$ cat config.mk
export PLATFORM = sky130hd
export DESIGN_NAME = daf_core
export DESIGN_NICKNAME = d
export VERILOG_FILES = /design/src/hdl/daf_pkg.sv /design/src/hdl/daf_core.sv /design/src/hdl/daf_flag_unit.sv
export SDC_FILE = /design/constraint.sdc
export NUM_CORES = 1
export LEC_CHECK = 0
export BUFFER_PORTS_ARGS = -buffer_cell sky130_fd_sc_hd__buf_2
export CAP_MARGIN = 20
export CORE_UTILIZATION = 55
export CTS_CLUSTER_SIZE = 8
export DETAILED_ROUTE_END_ITERATION = 10
export PLACE_DENSITY = 0.86
export SYNTH_ARGS = -nofsm -noshare
export SYNTH_HDL_FRONTEND = slang
export SYNTH_SLANG_ARGS = --single-unit
$ cat constraint.sdc
create_clock -name clk_i -period 10.3 [get_ports clk_i]
set_input_delay 0.515 -clock clk_i [delete_from_list [all_inputs] [get_ports clk_i]]
set_output_delay 0.515 -clock clk_i [all_outputs]
set_load 0.01 [all_outputs]
$ cat src/hdl/daf_pkg.sv
// Shared constants and types for the data address and ALU flag block
package daf_pkg;
  // Register byte offsets on the Wishbone slave
  localparam logic [7:0] ADR_FLAGS    = 8'h00;
  localparam logic [7:0] ADR_BANK     = 8'h04;
  localparam logic [7:0] ADR_ACC      = 8'h08;
  localparam logic [7:0] ADR_PTR_BASE = 8'h0c;
  localparam logic [7:0] ADR_PTR_STEP = 8'h08;
  localparam logic [7:0] ADR_HIGH_OFS = 8'h04;
  localparam logic [7:0] ADR_CONFIG   = 8'h24;
  localparam logic [7:0] ADR_OPERAND  = 8'h28;
  localparam logic [7:0] ADR_COMMAND  = 8'h2c;
  localparam logic [7:0] ADR_RESULT   = 8'h30;
  localparam logic [7:0] ADR_TARGET   = 8'h34;
  // Flag bit positions inside alu_flags
  localparam int FLG_C  = 0;
  localparam int FLG_DC = 1;
  localparam int FLG_Z  = 2;
  localparam int FLG_OV = 3;
  localparam int FLG_N  = 4;
  localparam int FLAGS_W = 5;
  // Command word fields and target readback bits
  localparam int CMD_OP_LSB   = 0;
  localparam int CMD_ACCESS   = 4;
  localparam int CMD_DEST     = 5;
  localparam int CMD_MODE_LSB = 6;
  localparam int CMD_FILE_LSB = 8;
  localparam int CMD_FULL_LSB = 16;
  localparam int TGT_TO_ACC   = 12;
  localparam int TGT_VIRTUAL  = 13;
  localparam int TGT_STATUS   = 14;
  // Data space constants
  localparam logic [11:0] STATUS_ADDR  = 12'hfd8;
  localparam logic [11:0] VIRT_TOP     = 12'hfef;
  localparam logic [11:0] VIRT_STRIDE  = 12'h008;
  localparam logic [7:0]  OFFSET_LIMIT = 8'h5f;
  localparam logic [7:0]  ACCESS_SPLIT = 8'h80;
  localparam logic [3:0]  ACCESS_HIGH  = 4'hf;
  localparam logic [3:0]  ACCESS_LOW   = 4'h0;
  // Values after reset
  localparam logic [4:0]  FLAGS_RST = 5'h00;
  localparam logic [7:0]  BYTE_RST  = 8'h00;
  localparam logic [11:0] PTR_RST   = 12'h000;
  // ALU operations
  typedef enum logic [3:0] {
    OP_ADD = 4'h0, OP_SUB = 4'h1, OP_AND = 4'h2, OP_IOR = 4'h3,
    OP_XOR = 4'h4, OP_MOV = 4'h5, OP_CLR = 4'h6, OP_RLF = 4'h7,
    OP_RRF = 4'h8, OP_MOVW = 4'h9, OP_NOP = 4'hf
  } daf_op_t;
  // Address modes
  typedef enum logic [1:0] {MODE_BYTE = 2'h0, MODE_FULL = 2'h1} daf_mode_t;
  // Virtual operand kinds
  typedef enum logic [2:0] {
    VK_NONE = 3'h0, VK_PLAIN = 3'h1, VK_AFTER_ACCESS_INCREMENT_OPERAND = 3'h2,
    VK_AFTER_ACCESS_DECREMENT_OPERAND = 3'h3, VK_BEFORE_ACCESS_INCREMENT_OPERAND = 3'h4, VK_POINTER_PLUS_ACCUMULATOR_OPERAND = 3'h5
  } daf_vkind_t;
endpackage : daf_pkg

$ cat src/hdl/daf_core.sv
// Data address generator and ALU flag register with a Wishbone slave
//
// The Wishbone interface to the registers and the register addresses were decided locally.
`timescale 1ns/10ps
`default_nettype none
// What this block does
// - Flag-affecting result into status: update flags only
// - Status bits 7 to 5 read zero
// - Negative flag copies result bit 7
// - Overflow flag marks wrong signed sign change
// - Zero flag set when result is zero
// - Nibble carry records carry out of bit 3
// - Carry records carry out of bit 7
// - Subtract adds complement; carries mean not-borrow
// - Rotate loads nibble carry from bit 4/3
// - Rotate loads carry from shifted-out bit
// - Access bit 1: bank value joins address byte
// - Access bit 0: byte is access-bank location
// - Full 12-bit opcode address ignores bank value
// - Dest bit 1 to file, 0 to accumulator
// - Three 12-bit pointer pairs, high nibble unused
// - Virtual operand accesses pair's pointed location
// - Indirect address ignores bank value, access bit
// - Offset mode only with extended set enabled
// - Extended, access 0, byte<=5Fh: third pair plus byte
// - Post/pre step by one, plus-accumulator keeps pointer
// - Pointer steps carry across bytes, flags untouched
module daf_core
  import daf_pkg::*;
(
  // Clock and reset
  input  wire logic        clk_i,
  input  wire logic        rst_i,
  // Wishbone slave
  input  wire logic        wb_cyc_i,
  input  wire logic        wb_stb_i,
  input  wire logic        wb_we_i,
  input  wire logic [7:0]  wb_adr_i,
  input  wire logic [3:0]  wb_sel_i,
  input  wire logic [31:0] wb_dat_i,
  output logic [31:0]      wb_dat_o,
  output logic             wb_ack_o,
  // Data memory side
  output logic [11:0]      dmem_addr_o,
  output logic [7:0]       dmem_wdata_o,
  output logic             dmem_we_o
);
  // Register state
  logic [4:0]  flags_reg, flags_next;
  logic [3:0]  bank_reg, bank_next;
  logic [7:0]  acc_reg, acc_next;
  logic [11:0] ptr_reg [3];
  logic [11:0] ptr_next [3];
  logic        ext_reg, ext_next;
  logic [7:0]  operand_reg, operand_next;
  logic [7:0]  result_reg, result_next;
  logic [11:0] target_reg, target_next;
  logic [2:0]  tgt_bits_reg, tgt_bits_next;
  logic        we_reg, we_next;
  logic        ack_reg, ack_next;
  logic [31:0] rdat_reg, rdat_next;
  // Combinational helpers
  logic        req, wr_ack, exec;
  logic [31:0] wval, wnew;
  logic [3:0]  cmd_op;
  logic        cmd_a, cmd_d;
  logic [1:0]  cmd_mode;
  logic [7:0]  cmd_file;
  logic [11:0] cmd_full;
  logic [11:0] base_addr, eff_addr;
  logic [4:0]  vdec;
  logic [1:0]  vpair;
  logic [2:0]  vkind;
  logic [11:0] vptr;
  logic        status_hit;
  logic [7:0]  alu_result;
  logic [4:0]  alu_mask, alu_flags_new;
  logic [3:0]  psel;

  // Byte-lane merge so a partial write leaves the other lanes alone
  function automatic logic [31:0] wmerge(input logic [31:0] old,
                                         input logic [31:0] dat,
                                         input logic [3:0]  sel);
    logic [31:0] r;
    r = old;
    for (int i = 0; i < 4; i++) begin
      if (sel[i]) begin
        r[8*i +: 8] = dat[8*i +: 8];
      end
    end
    return r;
  endfunction : wmerge

  // Pointer byte decode: {hit, high, pair}; shared by read and write paths
  function automatic logic [3:0] ptr_decode(input logic [7:0] adr);
    logic [3:0] r;
    r = 4'h0;
    for (int n = 0; n < 3; n++) begin
      if (adr == ADR_PTR_BASE + 8'(n) * ADR_PTR_STEP) begin
        r = {1'b1, 1'b0, 2'(n)};
      end
      if (adr == ADR_PTR_BASE + 8'(n) * ADR_PTR_STEP + ADR_HIGH_OFS) begin
        r = {1'b1, 1'b1, 2'(n)};
      end
    end
    return r;
  endfunction : ptr_decode

  // Virtual operand decode: {pair, kind}; five operands per pair
  function automatic logic [4:0] vdecode(input logic [11:0] a);
    logic [4:0]  r;
    logic [11:0] top;
    r = {2'h0, VK_NONE};
    for (int n = 0; n < 3; n++) begin
      top = VIRT_TOP - 12'(n) * VIRT_STRIDE;
      case (top - a)
        12'h000: r = {2'(n), VK_PLAIN};
        12'h001: r = {2'(n), VK_AFTER_ACCESS_INCREMENT_OPERAND};
        12'h002: r = {2'(n), VK_AFTER_ACCESS_DECREMENT_OPERAND};
        12'h003: r = {2'(n), VK_BEFORE_ACCESS_INCREMENT_OPERAND};
        12'h004: r = {2'(n), VK_POINTER_PLUS_ACCUMULATOR_OPERAND};
        default: r = r;
      endcase
    end
    return r;
  endfunction : vdecode

  // ALU with flag generation
  daf_flag_unit u_flags (
    .op_i     (cmd_op),
    .src_i    (operand_reg),
    .acc_i    (acc_reg),
    .carry_i  (flags_reg[FLG_C]),
    .result_o (alu_result),
    .mask_o   (alu_mask),
    .flags_o  (alu_flags_new)
  );

  // Command fields and address resolution
  always_comb begin
    req      = wb_cyc_i && wb_stb_i;
    wr_ack   = req && wb_we_i && ack_reg;
    exec     = wr_ack && (wb_adr_i == ADR_COMMAND);
    wval     = wmerge(32'h0, wb_dat_i, wb_sel_i);
    cmd_op   = wval[CMD_OP_LSB +: 4];
    cmd_a    = wval[CMD_ACCESS];
    cmd_d    = wval[CMD_DEST];
    cmd_mode = wval[CMD_MODE_LSB +: 2];
    cmd_file = wval[CMD_FILE_LSB +: 8];
    cmd_full = wval[CMD_FULL_LSB +: 12];
    psel     = ptr_decode(wb_adr_i);
    if (cmd_mode == MODE_FULL) begin
      base_addr = cmd_full;
    end else if (ext_reg && !cmd_a && cmd_file <= OFFSET_LIMIT) begin
      base_addr = ptr_reg[2] + {4'h0, cmd_file};
    end else if (cmd_a) begin
      base_addr = {bank_reg, cmd_file};
    end else if (cmd_file >= ACCESS_SPLIT) begin
      base_addr = {ACCESS_HIGH, cmd_file};
    end else begin
      base_addr = {ACCESS_LOW, cmd_file};
    end
    vdec  = vdecode(base_addr);
    vpair = vdec[4:3];
    vkind = vdec[2:0];
    vptr  = ptr_reg[vpair];
    // Indirect target is the whole pointer; bank value and access bit drop out
    case (vkind)
      VK_PLAIN, VK_AFTER_ACCESS_INCREMENT_OPERAND, VK_AFTER_ACCESS_DECREMENT_OPERAND: eff_addr = vptr;
      VK_BEFORE_ACCESS_INCREMENT_OPERAND: eff_addr = vptr + 12'h001;
      VK_POINTER_PLUS_ACCUMULATOR_OPERAND:  eff_addr = vptr + {{4{acc_reg[7]}}, acc_reg};
      default:   eff_addr = base_addr;
    endcase
    status_hit = cmd_d && (eff_addr == STATUS_ADDR);
  end

  // Next state of the register file and execution results
  always_comb begin
    flags_next    = flags_reg;
    bank_next     = bank_reg;
    acc_next      = acc_reg;
    ext_next      = ext_reg;
    operand_next  = operand_reg;
    result_next   = result_reg;
    target_next   = target_reg;
    tgt_bits_next = tgt_bits_reg;
    we_next       = 1'b0;
    for (int n = 0; n < 3; n++) begin
      ptr_next[n] = ptr_reg[n];
    end
    // Merge onto the word as read, so unselected lanes keep their contents
    wnew = wmerge(rdat_next, wb_dat_i, wb_sel_i);
    if (wr_ack) begin
      case (wb_adr_i)
        ADR_FLAGS:   flags_next = wnew[FLAGS_W-1:0];
        ADR_BANK:    bank_next = wnew[3:0];
        ADR_ACC:     acc_next = wnew[7:0];
        ADR_CONFIG:  ext_next = wnew[0];
        ADR_OPERAND: operand_next = wnew[7:0];
        default:     ext_next = ext_reg;
      endcase
      // Only the low nibble of a high byte is kept
      if (psel[3] && wb_sel_i[0]) begin
        if (psel[2]) begin
          ptr_next[psel[1:0]][11:8] = wb_dat_i[3:0];
        end else begin
          ptr_next[psel[1:0]][7:0] = wb_dat_i[7:0];
        end
      end
    end
    if (exec) begin
      result_next   = alu_result;
      target_next   = eff_addr;
      tgt_bits_next = {status_hit, vkind != VK_NONE, !cmd_d};
      // Steps run on the full 12 bits so low-byte wrap reaches the high byte
      case (vkind)
        VK_AFTER_ACCESS_INCREMENT_OPERAND, VK_BEFORE_ACCESS_INCREMENT_OPERAND: ptr_next[vpair] = vptr + 12'h001;
        VK_AFTER_ACCESS_DECREMENT_OPERAND:            ptr_next[vpair] = vptr - 12'h001;
        default:               ptr_next[vpair] = ptr_next[vpair];
      endcase
      if (status_hit && alu_mask == 5'h00) begin
        flags_next = alu_result[FLAGS_W-1:0];
      end else begin
        flags_next = (flags_reg & ~alu_mask) | (alu_flags_new & alu_mask);
      end
      if (!cmd_d) begin
        acc_next = alu_result;
      end else if (!status_hit) begin
        we_next = 1'b1;
      end
    end
  end

  // Bus answer: ack one cycle after the request, dropped the cycle after
  always_comb begin
    ack_next  = req && !ack_reg;
    rdat_next = 32'h0;
    case (wb_adr_i)
      ADR_FLAGS:   rdat_next = {27'h0, flags_reg};
      ADR_BANK:    rdat_next = {28'h0, bank_reg};
      ADR_ACC:     rdat_next = {24'h0, acc_reg};
      ADR_CONFIG:  rdat_next = {31'h0, ext_reg};
      ADR_OPERAND: rdat_next = {24'h0, operand_reg};
      ADR_RESULT:  rdat_next = {24'h0, result_reg};
      ADR_TARGET:  rdat_next = {17'h0, tgt_bits_reg, target_reg};
      default:     rdat_next = 32'h0;
    endcase
    if (psel[3]) begin
      rdat_next = psel[2] ? {28'h0, ptr_reg[psel[1:0]][11:8]}
                          : {24'h0, ptr_reg[psel[1:0]][7:0]};
    end
  end

  // State registers
  always_ff @(posedge clk_i) begin
    if (rst_i) begin
      flags_reg    <= FLAGS_RST;
      bank_reg     <= 4'h0;
      acc_reg      <= BYTE_RST;
      ext_reg      <= 1'b0;
      operand_reg  <= BYTE_RST;
      result_reg   <= BYTE_RST;
      target_reg   <= PTR_RST;
      tgt_bits_reg <= 3'h0;
      we_reg       <= 1'b0;
      ack_reg      <= 1'b0;
      rdat_reg     <= 32'h0;
      for (int n = 0; n < 3; n++) begin
        ptr_reg[n] <= PTR_RST;
      end
    end else begin
      flags_reg    <= flags_next;
      bank_reg     <= bank_next;
      acc_reg      <= acc_next;
      ext_reg      <= ext_next;
      operand_reg  <= operand_next;
      result_reg   <= result_next;
      target_reg   <= target_next;
      tgt_bits_reg <= tgt_bits_next;
      we_reg       <= we_next;
      ack_reg      <= ack_next;
      rdat_reg     <= rdat_next;
      for (int n = 0; n < 3; n++) begin
        ptr_reg[n] <= ptr_next[n];
      end
    end
  end

  // Outputs straight from flip-flops
  assign wb_dat_o     = rdat_reg;
  assign wb_ack_o     = ack_reg;
  assign dmem_addr_o  = target_reg;
  assign dmem_wdata_o = result_reg;
  assign dmem_we_o    = we_reg;

  // Checks
  chk_flags_top_zero: assert property (@(posedge clk_i) disable iff (rst_i)
    ack_reg && wb_adr_i == ADR_FLAGS |-> rdat_reg[7:5] == 3'b000)
    else $error("status upper bits not zero");
  chk_dest_acc: assert property (@(posedge clk_i) disable iff (rst_i)
    exec && !cmd_d |=> acc_reg == result_reg && !dmem_we_o)
    else $error("result not routed to accumulator");
  chk_status_discard: assert property (@(posedge clk_i) disable iff (rst_i)
    exec && status_hit |=> !dmem_we_o && tgt_bits_reg[2])
    else $error("status destination result was written out");
  chk_flags_kept: assert property (@(posedge clk_i) disable iff (rst_i)
    exec && alu_mask == 5'h00 && !status_hit |=> flags_reg == $past(flags_reg))
    else $error("unaffected flags changed");
  chk_neg_zero: assert property (@(posedge clk_i) disable iff (rst_i)
    exec && alu_mask[FLG_N] && !status_hit |=>
    flags_reg[FLG_N] == result_reg[7] && flags_reg[FLG_Z] == (result_reg == 8'h00))
    else $error("negative or zero flag wrong");
  chk_sub_carry: assert property (@(posedge clk_i) disable iff (rst_i)
    exec && cmd_op == OP_SUB && !status_hit |=>
    flags_reg[FLG_C] == ($past(operand_reg) >= $past(acc_reg)))
    else $error("subtract carry is not inverted borrow");
  chk_bank_join: assert property (@(posedge clk_i) disable iff (rst_i)
    exec && cmd_mode == MODE_BYTE && cmd_a && vkind == VK_NONE |=>
    target_reg == {$past(bank_reg), $past(cmd_file)})
    else $error("bank join address wrong");
  chk_offset_mode: assert property (@(posedge clk_i) disable iff (rst_i)
    exec && ext_reg && cmd_mode == MODE_BYTE && !cmd_a && cmd_file <= OFFSET_LIMIT
    && vkind == VK_NONE |=> target_reg == $past(ptr_reg[2]) + {4'h0, $past(cmd_file)})
    else $error("offset address wrong");
  chk_after_access_increment_operand_step: assert property (@(posedge clk_i) disable iff (rst_i)
    exec && vkind == VK_AFTER_ACCESS_INCREMENT_OPERAND && vpair == 2'h0 |=>
    ptr_reg[0] == $past(ptr_reg[0]) + 12'h001 && target_reg == $past(ptr_reg[0]))
    else $error("post increment wrong");
  chk_pointer_plus_accumulator_operand_keep: assert property (@(posedge clk_i) disable iff (rst_i)
    exec && vkind == VK_POINTER_PLUS_ACCUMULATOR_OPERAND && vpair == 2'h0 |=> ptr_reg[0] == $past(ptr_reg[0]))
    else $error("plus accumulator changed pointer");
  chk_ack_drop: assert property (@(posedge clk_i) disable iff (rst_i)
    ack_reg |=> !ack_reg)
    else $error("ack held two cycles");
endmodule : daf_core
`default_nettype wire

$ cat src/hdl/daf_flag_unit.sv
// ALU result and flag computation
`timescale 1ns/10ps
`default_nettype none
module daf_flag_unit
  import daf_pkg::*;
(
  // Operation and operands
  input  wire logic [3:0] op_i,
  input  wire logic [7:0] src_i,
  input  wire logic [7:0] acc_i,
  input  wire logic       carry_i,
  // Result and flags
  output logic [7:0]      result_o,
  output logic [4:0]      mask_o,
  output logic [4:0]      flags_o
);
  logic [7:0] addend;
  logic [8:0] sum;
  logic [4:0] nib;
  logic       sub;

  // Subtract adds the complement plus one, so carries read as not-borrow
  always_comb begin
    sub    = (op_i == OP_SUB);
    addend = sub ? ~acc_i : acc_i;
    sum    = {1'b0, src_i} + {1'b0, addend} + {8'h00, sub};
    nib    = {1'b0, src_i[3:0]} + {1'b0, addend[3:0]} + {4'h0, sub};
    result_o = src_i;
    mask_o   = 5'h00;
    flags_o  = 5'h00;
    case (op_i)
      OP_ADD, OP_SUB: begin
        result_o        = sum[7:0];
        mask_o          = 5'h1f;
        flags_o[FLG_C]  = sum[8];
        flags_o[FLG_DC] = nib[4];
        flags_o[FLG_OV] = (src_i[7] == addend[7]) && (sum[7] != src_i[7]);
      end
      OP_AND: result_o = src_i & acc_i;
      OP_IOR: result_o = src_i | acc_i;
      OP_XOR: result_o = src_i ^ acc_i;
      OP_MOV: result_o = src_i;
      OP_CLR: result_o = 8'h00;
      OP_RLF: begin
        result_o        = {src_i[6:0], carry_i};
        flags_o[FLG_C]  = src_i[7];
        flags_o[FLG_DC] = src_i[3];
      end
      OP_RRF: begin
        result_o        = {carry_i, src_i[7:1]};
        flags_o[FLG_C]  = src_i[0];
        flags_o[FLG_DC] = src_i[4];
      end
      OP_MOVW: result_o = acc_i;
      default: result_o = src_i;
    endcase
    // Which flags each operation touches; the rest are kept by the caller
    case (op_i)
      OP_AND, OP_IOR, OP_XOR, OP_MOV: mask_o = 5'h14;
      OP_CLR:                         mask_o = 5'h04;
      OP_RLF, OP_RRF:                 mask_o = 5'h17;
      default:                        mask_o = mask_o;
    endcase
    flags_o[FLG_Z] = (result_o == 8'h00);
    flags_o[FLG_N] = result_o[7];
  end
endmodule : daf_flag_unit
`default_nettype wire

==> out/results.ini, run 1 <==
[critical_path]
worstSetupPathType=input port to flop
r2r_start=ptr_reg[2][1]
r2r_slack_ns=1.74
worst_ep_arrival_time_ns=8.97
cp.required_ns=10.55
slowest_stage=or4_4
max_stage_delay_ns=0.58
reg2reg_depth=33
crit_path_start_kind=input port
crit_path_frequent_cell=a21oi_1
worstSetupEndpointType=flop
crit_path_max_fanout=28

[clocking]
insertion_delay_ns=0.36
clk_pin_slew_ns=0.07
clockRootBuffer=clkbuf_16
post_cts_buffers=0
cts_resized=0
clock-sinks=102
cts_buffers=9
cts_hold_buf=0
h-tree-depth=3
cts_tree=yes
ctsLongestPathBuffers=2

[routing]
viasPerCell=6.99
firstDrtPassIters=7
wl_per_cell_um=22.8
drc=0
num_vias=11600
routed_wl_mm=37.7
ant_nets=0
drt_iter0_markers=2098

[sta]
worst_clock_skew_ns=0.0124
fin_crit_sh_pct=84.7
finalHoldViolCount=0
relSlewSlack_pct=23.8
min_period_ns=8.72
setup_viol=0
tightest_slew_ns=1.14
report.final.slew_viol_count=0
fmax_mhz=115
fin_ws_ns=1.58
rsz0062_at_grt=no
tns_ns=0

[pwr]
leakagePower_nw=4.50
p_total_uw=917
pwr_density_cell_nw_per_um2=82.7
peakVddDrop_mv=0.0797

[synth]
synthTopCellsByArea=dfxtp_1 (20%), mux2i_1 (6.7%), nand2_1 (5.7%)
synthCells=1399
async_flop_share_pct=0
synthesis.area_um2=10400
avgSynthCellArea_um2=7.42
synth_edf_count=0
synth_flop_cell=dfxtp_1
yosysWarnings=0
yosys.area.top_type_share_pct=19.7
synth_seq_cells=102
seq_area_frac_synth_pct=19.7
synth_cell_type_count=115
synth_top_cell_by_area=dfxtp_1

[floorplan]
rows=49
fp.dieH_um=139
die_area_um2=19400
core_area_um2=18200
num_io_pins=103
die_w_um=139
start_util_pct=57.0

[final_layout]
seq_area_um2=2040
fin_nets=1514
multi_input_area_um2=7690
n_antenna_cell=0
area_delta_synth_final_pct=6.78
drive_above_1_share_pct=13.6
final_util_pct=60.9
final_cell_mix=nand2_1 (158), nor2_1 (153), dfxtp_1 (102)
fill_cells=1640
final_common_cell=nand2_1
largest_reg_flops=36

[placed_design]
post-place-ws_ns=1.39
place.port_buffers=81
hpwl_mm=28.3
gp_congestion=1.07

[hold_path]
min_path_cells=3
hp-start=wb_stb_i
hold_end=wb_ack_o
min_path_type=input port to flop

[status]
status=finished clean

[grt]
antenna_found_initial=0
grt-ovfl-total=0
grt_pass1_wl_mm=57.9
grt_usage_pct=37.9
grt_max_degree=91
grt_pass1_vias=10300

[job]
drv_cap=0

## cell usage after synthesis, types with 10 or more instances
cell type and number:
nand4_1 12, nor3_1 36, a221oi_1 10, a21oi_1 95, buf_2 20, nand2b_1 11, buf_4 22, a21o_1 14
a22oi_1 22, and2_1 23, or3_1 15, a211oi_1 17, mux2_2 12, nor2_1 153, o21ai_0 55, a31oi_1 15
clkbuf_1 57, mux2i_1 69, o22a_1 28, and3_1 26, nand2_1 158, nand3_1 55, dfxtp_1 102, xnor2_1 25
inv_1 51, ha_1 44, o22ai_1 15
## routing by layer
metal	wire length (µm)	up-vias	global-route usage [%]	part of all wire (%)
li1	-	5173	-	-
met1	15200	5355	53.0	40
met2	15900	885	56.4	42
met3	4620	146	6.54	12
met4	1880	0	17.5	5.0
met5	0	-	0	0
## critical path, delay by kind of cell
| family | cells | cell delay (ns) |
|---|---|---|
| AOI/OAI and AO/OA | 13 | 2.73 |
| xor gates and xnor gates | 1 | 0.09 |
| adders and majority gates | 4 | 1.07 |
| buffers and inverters | 5 | 0.94 |
| muxes | 1 | 0.20 |
| and+or+nand+nor | 12 | 3.41 |
## through the flow
| stage | area [µm²] | hold WS, ns | instances |
|---|---|---|---|
| after floorplan | 10400 | 0.427 | 1415 |
| after global placement | 10700 | 0.438 | 1635 |
| after detailed placement | 10700 | 0.444 | 1635 |
| after CTS | 11100 | 0.438 | 1651 |
| after global routing | 11100 | 0.463 | 1653 |
| final | 11100 | 0.442 | 1653 |
## worst max path at each step
stage	startpoint	end	slack (ns)	cells past startpoint
3_3_place_gp	wb_sel_i[1]	flop	1.56	36
2_1_floorplan	wb_sel_i[1]	flop	2.42	39
5_1_grt	wb_sel_i[1]	flop	0.99	37
3_5_place_dp	wb_sel_i[1]	flop	1.39	36
4_1_cts	wb_sel_i[1]	flop	1.72	36
6_report	wb_sel_i[1]	flop	1.58	36
## cells by family (layout without fill, tap and decap cells)
kind of cell               Yosys count  after routing  synth area share [%]
buffers and inverters              159            168                  6.93
muxes                               83             83                  8.28
DFF                                102            102                  19.7
adders and majority gates           46             46                  5.69
xor gates and xnor gates            34             34                  2.94
AOI/OAI and AO/OA                  414            414                  29.2
and+or+nand+nor                    560            560                  27.3
other                                1             17                0.0361
## area by class of cell
class | count | area share [%]
Clock buffer | 10 | 2.06
Multi-Input combinational cell | 1154 | 69.3
Inverter | 56 | 1.90
Sequential cell | 102 | 18.4
Tap cell | 229 | 2.58
Clock inverter | 6 | 1.05
Timing Repair Buffer | 96 | 4.65
## where the power goes
group | total (mW) | internal [mW] | switching [mW]
registers | 0.395 | 0.394 | 0.000522
clock network | 0.403 | 0.240 | 0.163
logic | 0.119 | 0.0361 | 0.0829
No activity file was read; power rests on OpenSTA's default activity.
==> inputs of run 2 (changes only) <==
- PLACE_DENSITY: 0.86 -> 0.89
- clock period: 10.3 -> 7.7 ns (I/O delays scaled with it)
==> run 2 against run 1 <==
Against the previous run: clock skew down 0.0043 ns; via count up 1.9%; sequential power up 34%; sequential share of layout area down 0.71 points; design area up 4.1%; critical path type is now flop to flop.
==> out/results.ini, run 2 (synthesis results as in run 1) <==
[status]
status=finished clean

[pwr]
power_frac_comb_pct=14.4
clkPwrFrac_pct=41.1
power.switching_uw=330
leakagePower_nw=4.77
pwr_density_cell_nw_per_um2=103
intPower_uw=856
power.share.sequential_pct=44.5
peakVddDrop_mv=0.129
p_sw_share_pct=27.8

[routing]
wl_per_cell_um=22.8
routed_wl_mm=38.9
num_vias=11800
ant_nets=0
viasPerCell=6.90
drc=0
firstDrtPassIters=5
drt_iter0_markers=1696

[hold_path]
min_path_cells=3
min_path_type=input port to flop

[sta]
report.final.slew_viol_count=0
fin_crit_sh_pct=96.0
min_period_ns=7.39
worst_clock_skew_ns=0.00809
fin_hold_ws_ns=0.320
setup_viol=0
relSlewSlack_pct=23.5
tightest_slew_ns=1.14
fmax_mhz=135
finalHoldViolCount=0

[job]
drv_cap=0

[clocking]
cts_buffers=9
clk_pin_slew_ns=0.07
cts_hold_buf=0
clockRootBuffer=clkbuf_16
cts_tree=yes
insertion_delay_ns=0.35
clock-sinks=102
ctsLongestPathBuffers=2
h-tree-depth=3

[critical_path]
slowest_stage=or4_4
reg2reg_depth=34
cp.required_ns=7.96
worstSetupPathType=flop to flop
crit_path_frequent_cell=a21oi_2
worstSetupEndpointType=flop
max_stage_delay_ns=0.55
worst_ep_arrival_time_ns=7.65
crit_path_start_kind=flop
crit_path_max_fanout=4

[placed_design]
place.port_buffers=81
hpwl_mm=29.7
gp_congestion=1.02

[final_layout]
drive_above_1_share_pct=17.9
area_delta_synth_final_pct=11.1
largest_reg_flops=36
final_common_cell=nand2_1
final_util_pct=63.4
fin_nets=1567
fill_cells=1643
final_cell_mix=nand2_1 (157), nor2_1 (153), dfxtp_1 (101)
n_antenna_cell=0

[grt]
grt_usage_pct=39.3
grt_pass1_vias=10600
grt_pass1_wl_mm=59.4
grt_max_degree=91
grt-ovfl-total=0
antenna_found_initial=1

[floorplan]
fp.dieH_um=139
die_w_um=139
start_util_pct=57.0
num_io_pins=103
rows=49
core_area_um2=18200
die_area_um2=19400

-- run 2: changes by cell type in the layout (fill, tap and decap cells not counted), sizes merged --
cell    change
bufinv      -2
clkinv      +2
buf        +53
inv         -1
clkbuf      +1
-- run 2: timing repair --
action                                 4_1_cts  5_1_grt
endpoints found under the hold margin        0        0
setup endpoints to repair                    0        9
setup buffers                                0        3
gates resized for setup                      0       18
-- run 2: cell type report --
cell class	count	area (µm²)	share of cell area, %
Inverter	56	210	1.82
Sequential cell	102	2040	17.7
Tap cell	229	287	2.48
Clock inverter	5	65.1	0.564
Multi-Input combinational cell	1154	7770	67.3
Timing Repair Buffer	149	916	7.94
Clock buffer	11	253	2.19
-- run 2: worst max-delay path, delay by kind of cell, from the launching register on --
kind	cells	cell delay, ns
mux	1	0.22
fa+ha+maj	4	0.93
xor+xnor	1	0.15
buf+inv	4	0.38
flops	1	0.36
simple gates	9	2.92
compound gates	15	2.35
-- run 2: path summary, 6_finish.rpt --
kind                            endpoint     startpoint  slack [ns]
worst min-delay path            wb_ack_o       wb_stb_i        0.32
worst max-delay path                flop  ptr_reg[2][0]        0.31
worst min register to register  wb_ack_o       wb_ack_o        0.45
worst max register to register      flop  ptr_reg[2][0]        0.31
-- run 2: power by group through the flow --
stage | clock network (mW) | logic, mW | registers (mW)
finish | 0.487 | 0.171 | 0.528
CTS | 0.489 | 0.161 | 0.528
global placement | 0 | 0.158 | 0.540
global route | 0.507 | 0.181 | 0.527
detailed placement | 0 | 0.160 | 0.540
floorplan | 0 | 0.112 | 0.540
-- run 2: stage by stage --
step           total power, mW  instance area [µm²]  instances  TNS [ns]  setup slack (ns)
2_1_floorplan            0.652                10400       1415         0           0.00676
3_3_place_gp             0.698                11100       1686         0            0.0649
3_5_place_dp             0.700                11100       1686   -0.0646           -0.0515
4_1_cts                   1.18                11400       1702         0             0.157
5_1_grt                   1.22                11500       1706   -0.0187           -0.0187
6_report                  1.19                11500       1706         0             0.308
-- run 2: metal layers --
layer / vias to the layer above / track usage [%] / wire (µm)
met3: 111 / 12.0 / 5280
li1: 5289 / - / -
met1: 5556 / 52.6 / 16000
met5: - / 0 / 0
met2: 821 / 57.6 / 16100
met4: 0 / 17.5 / 1630
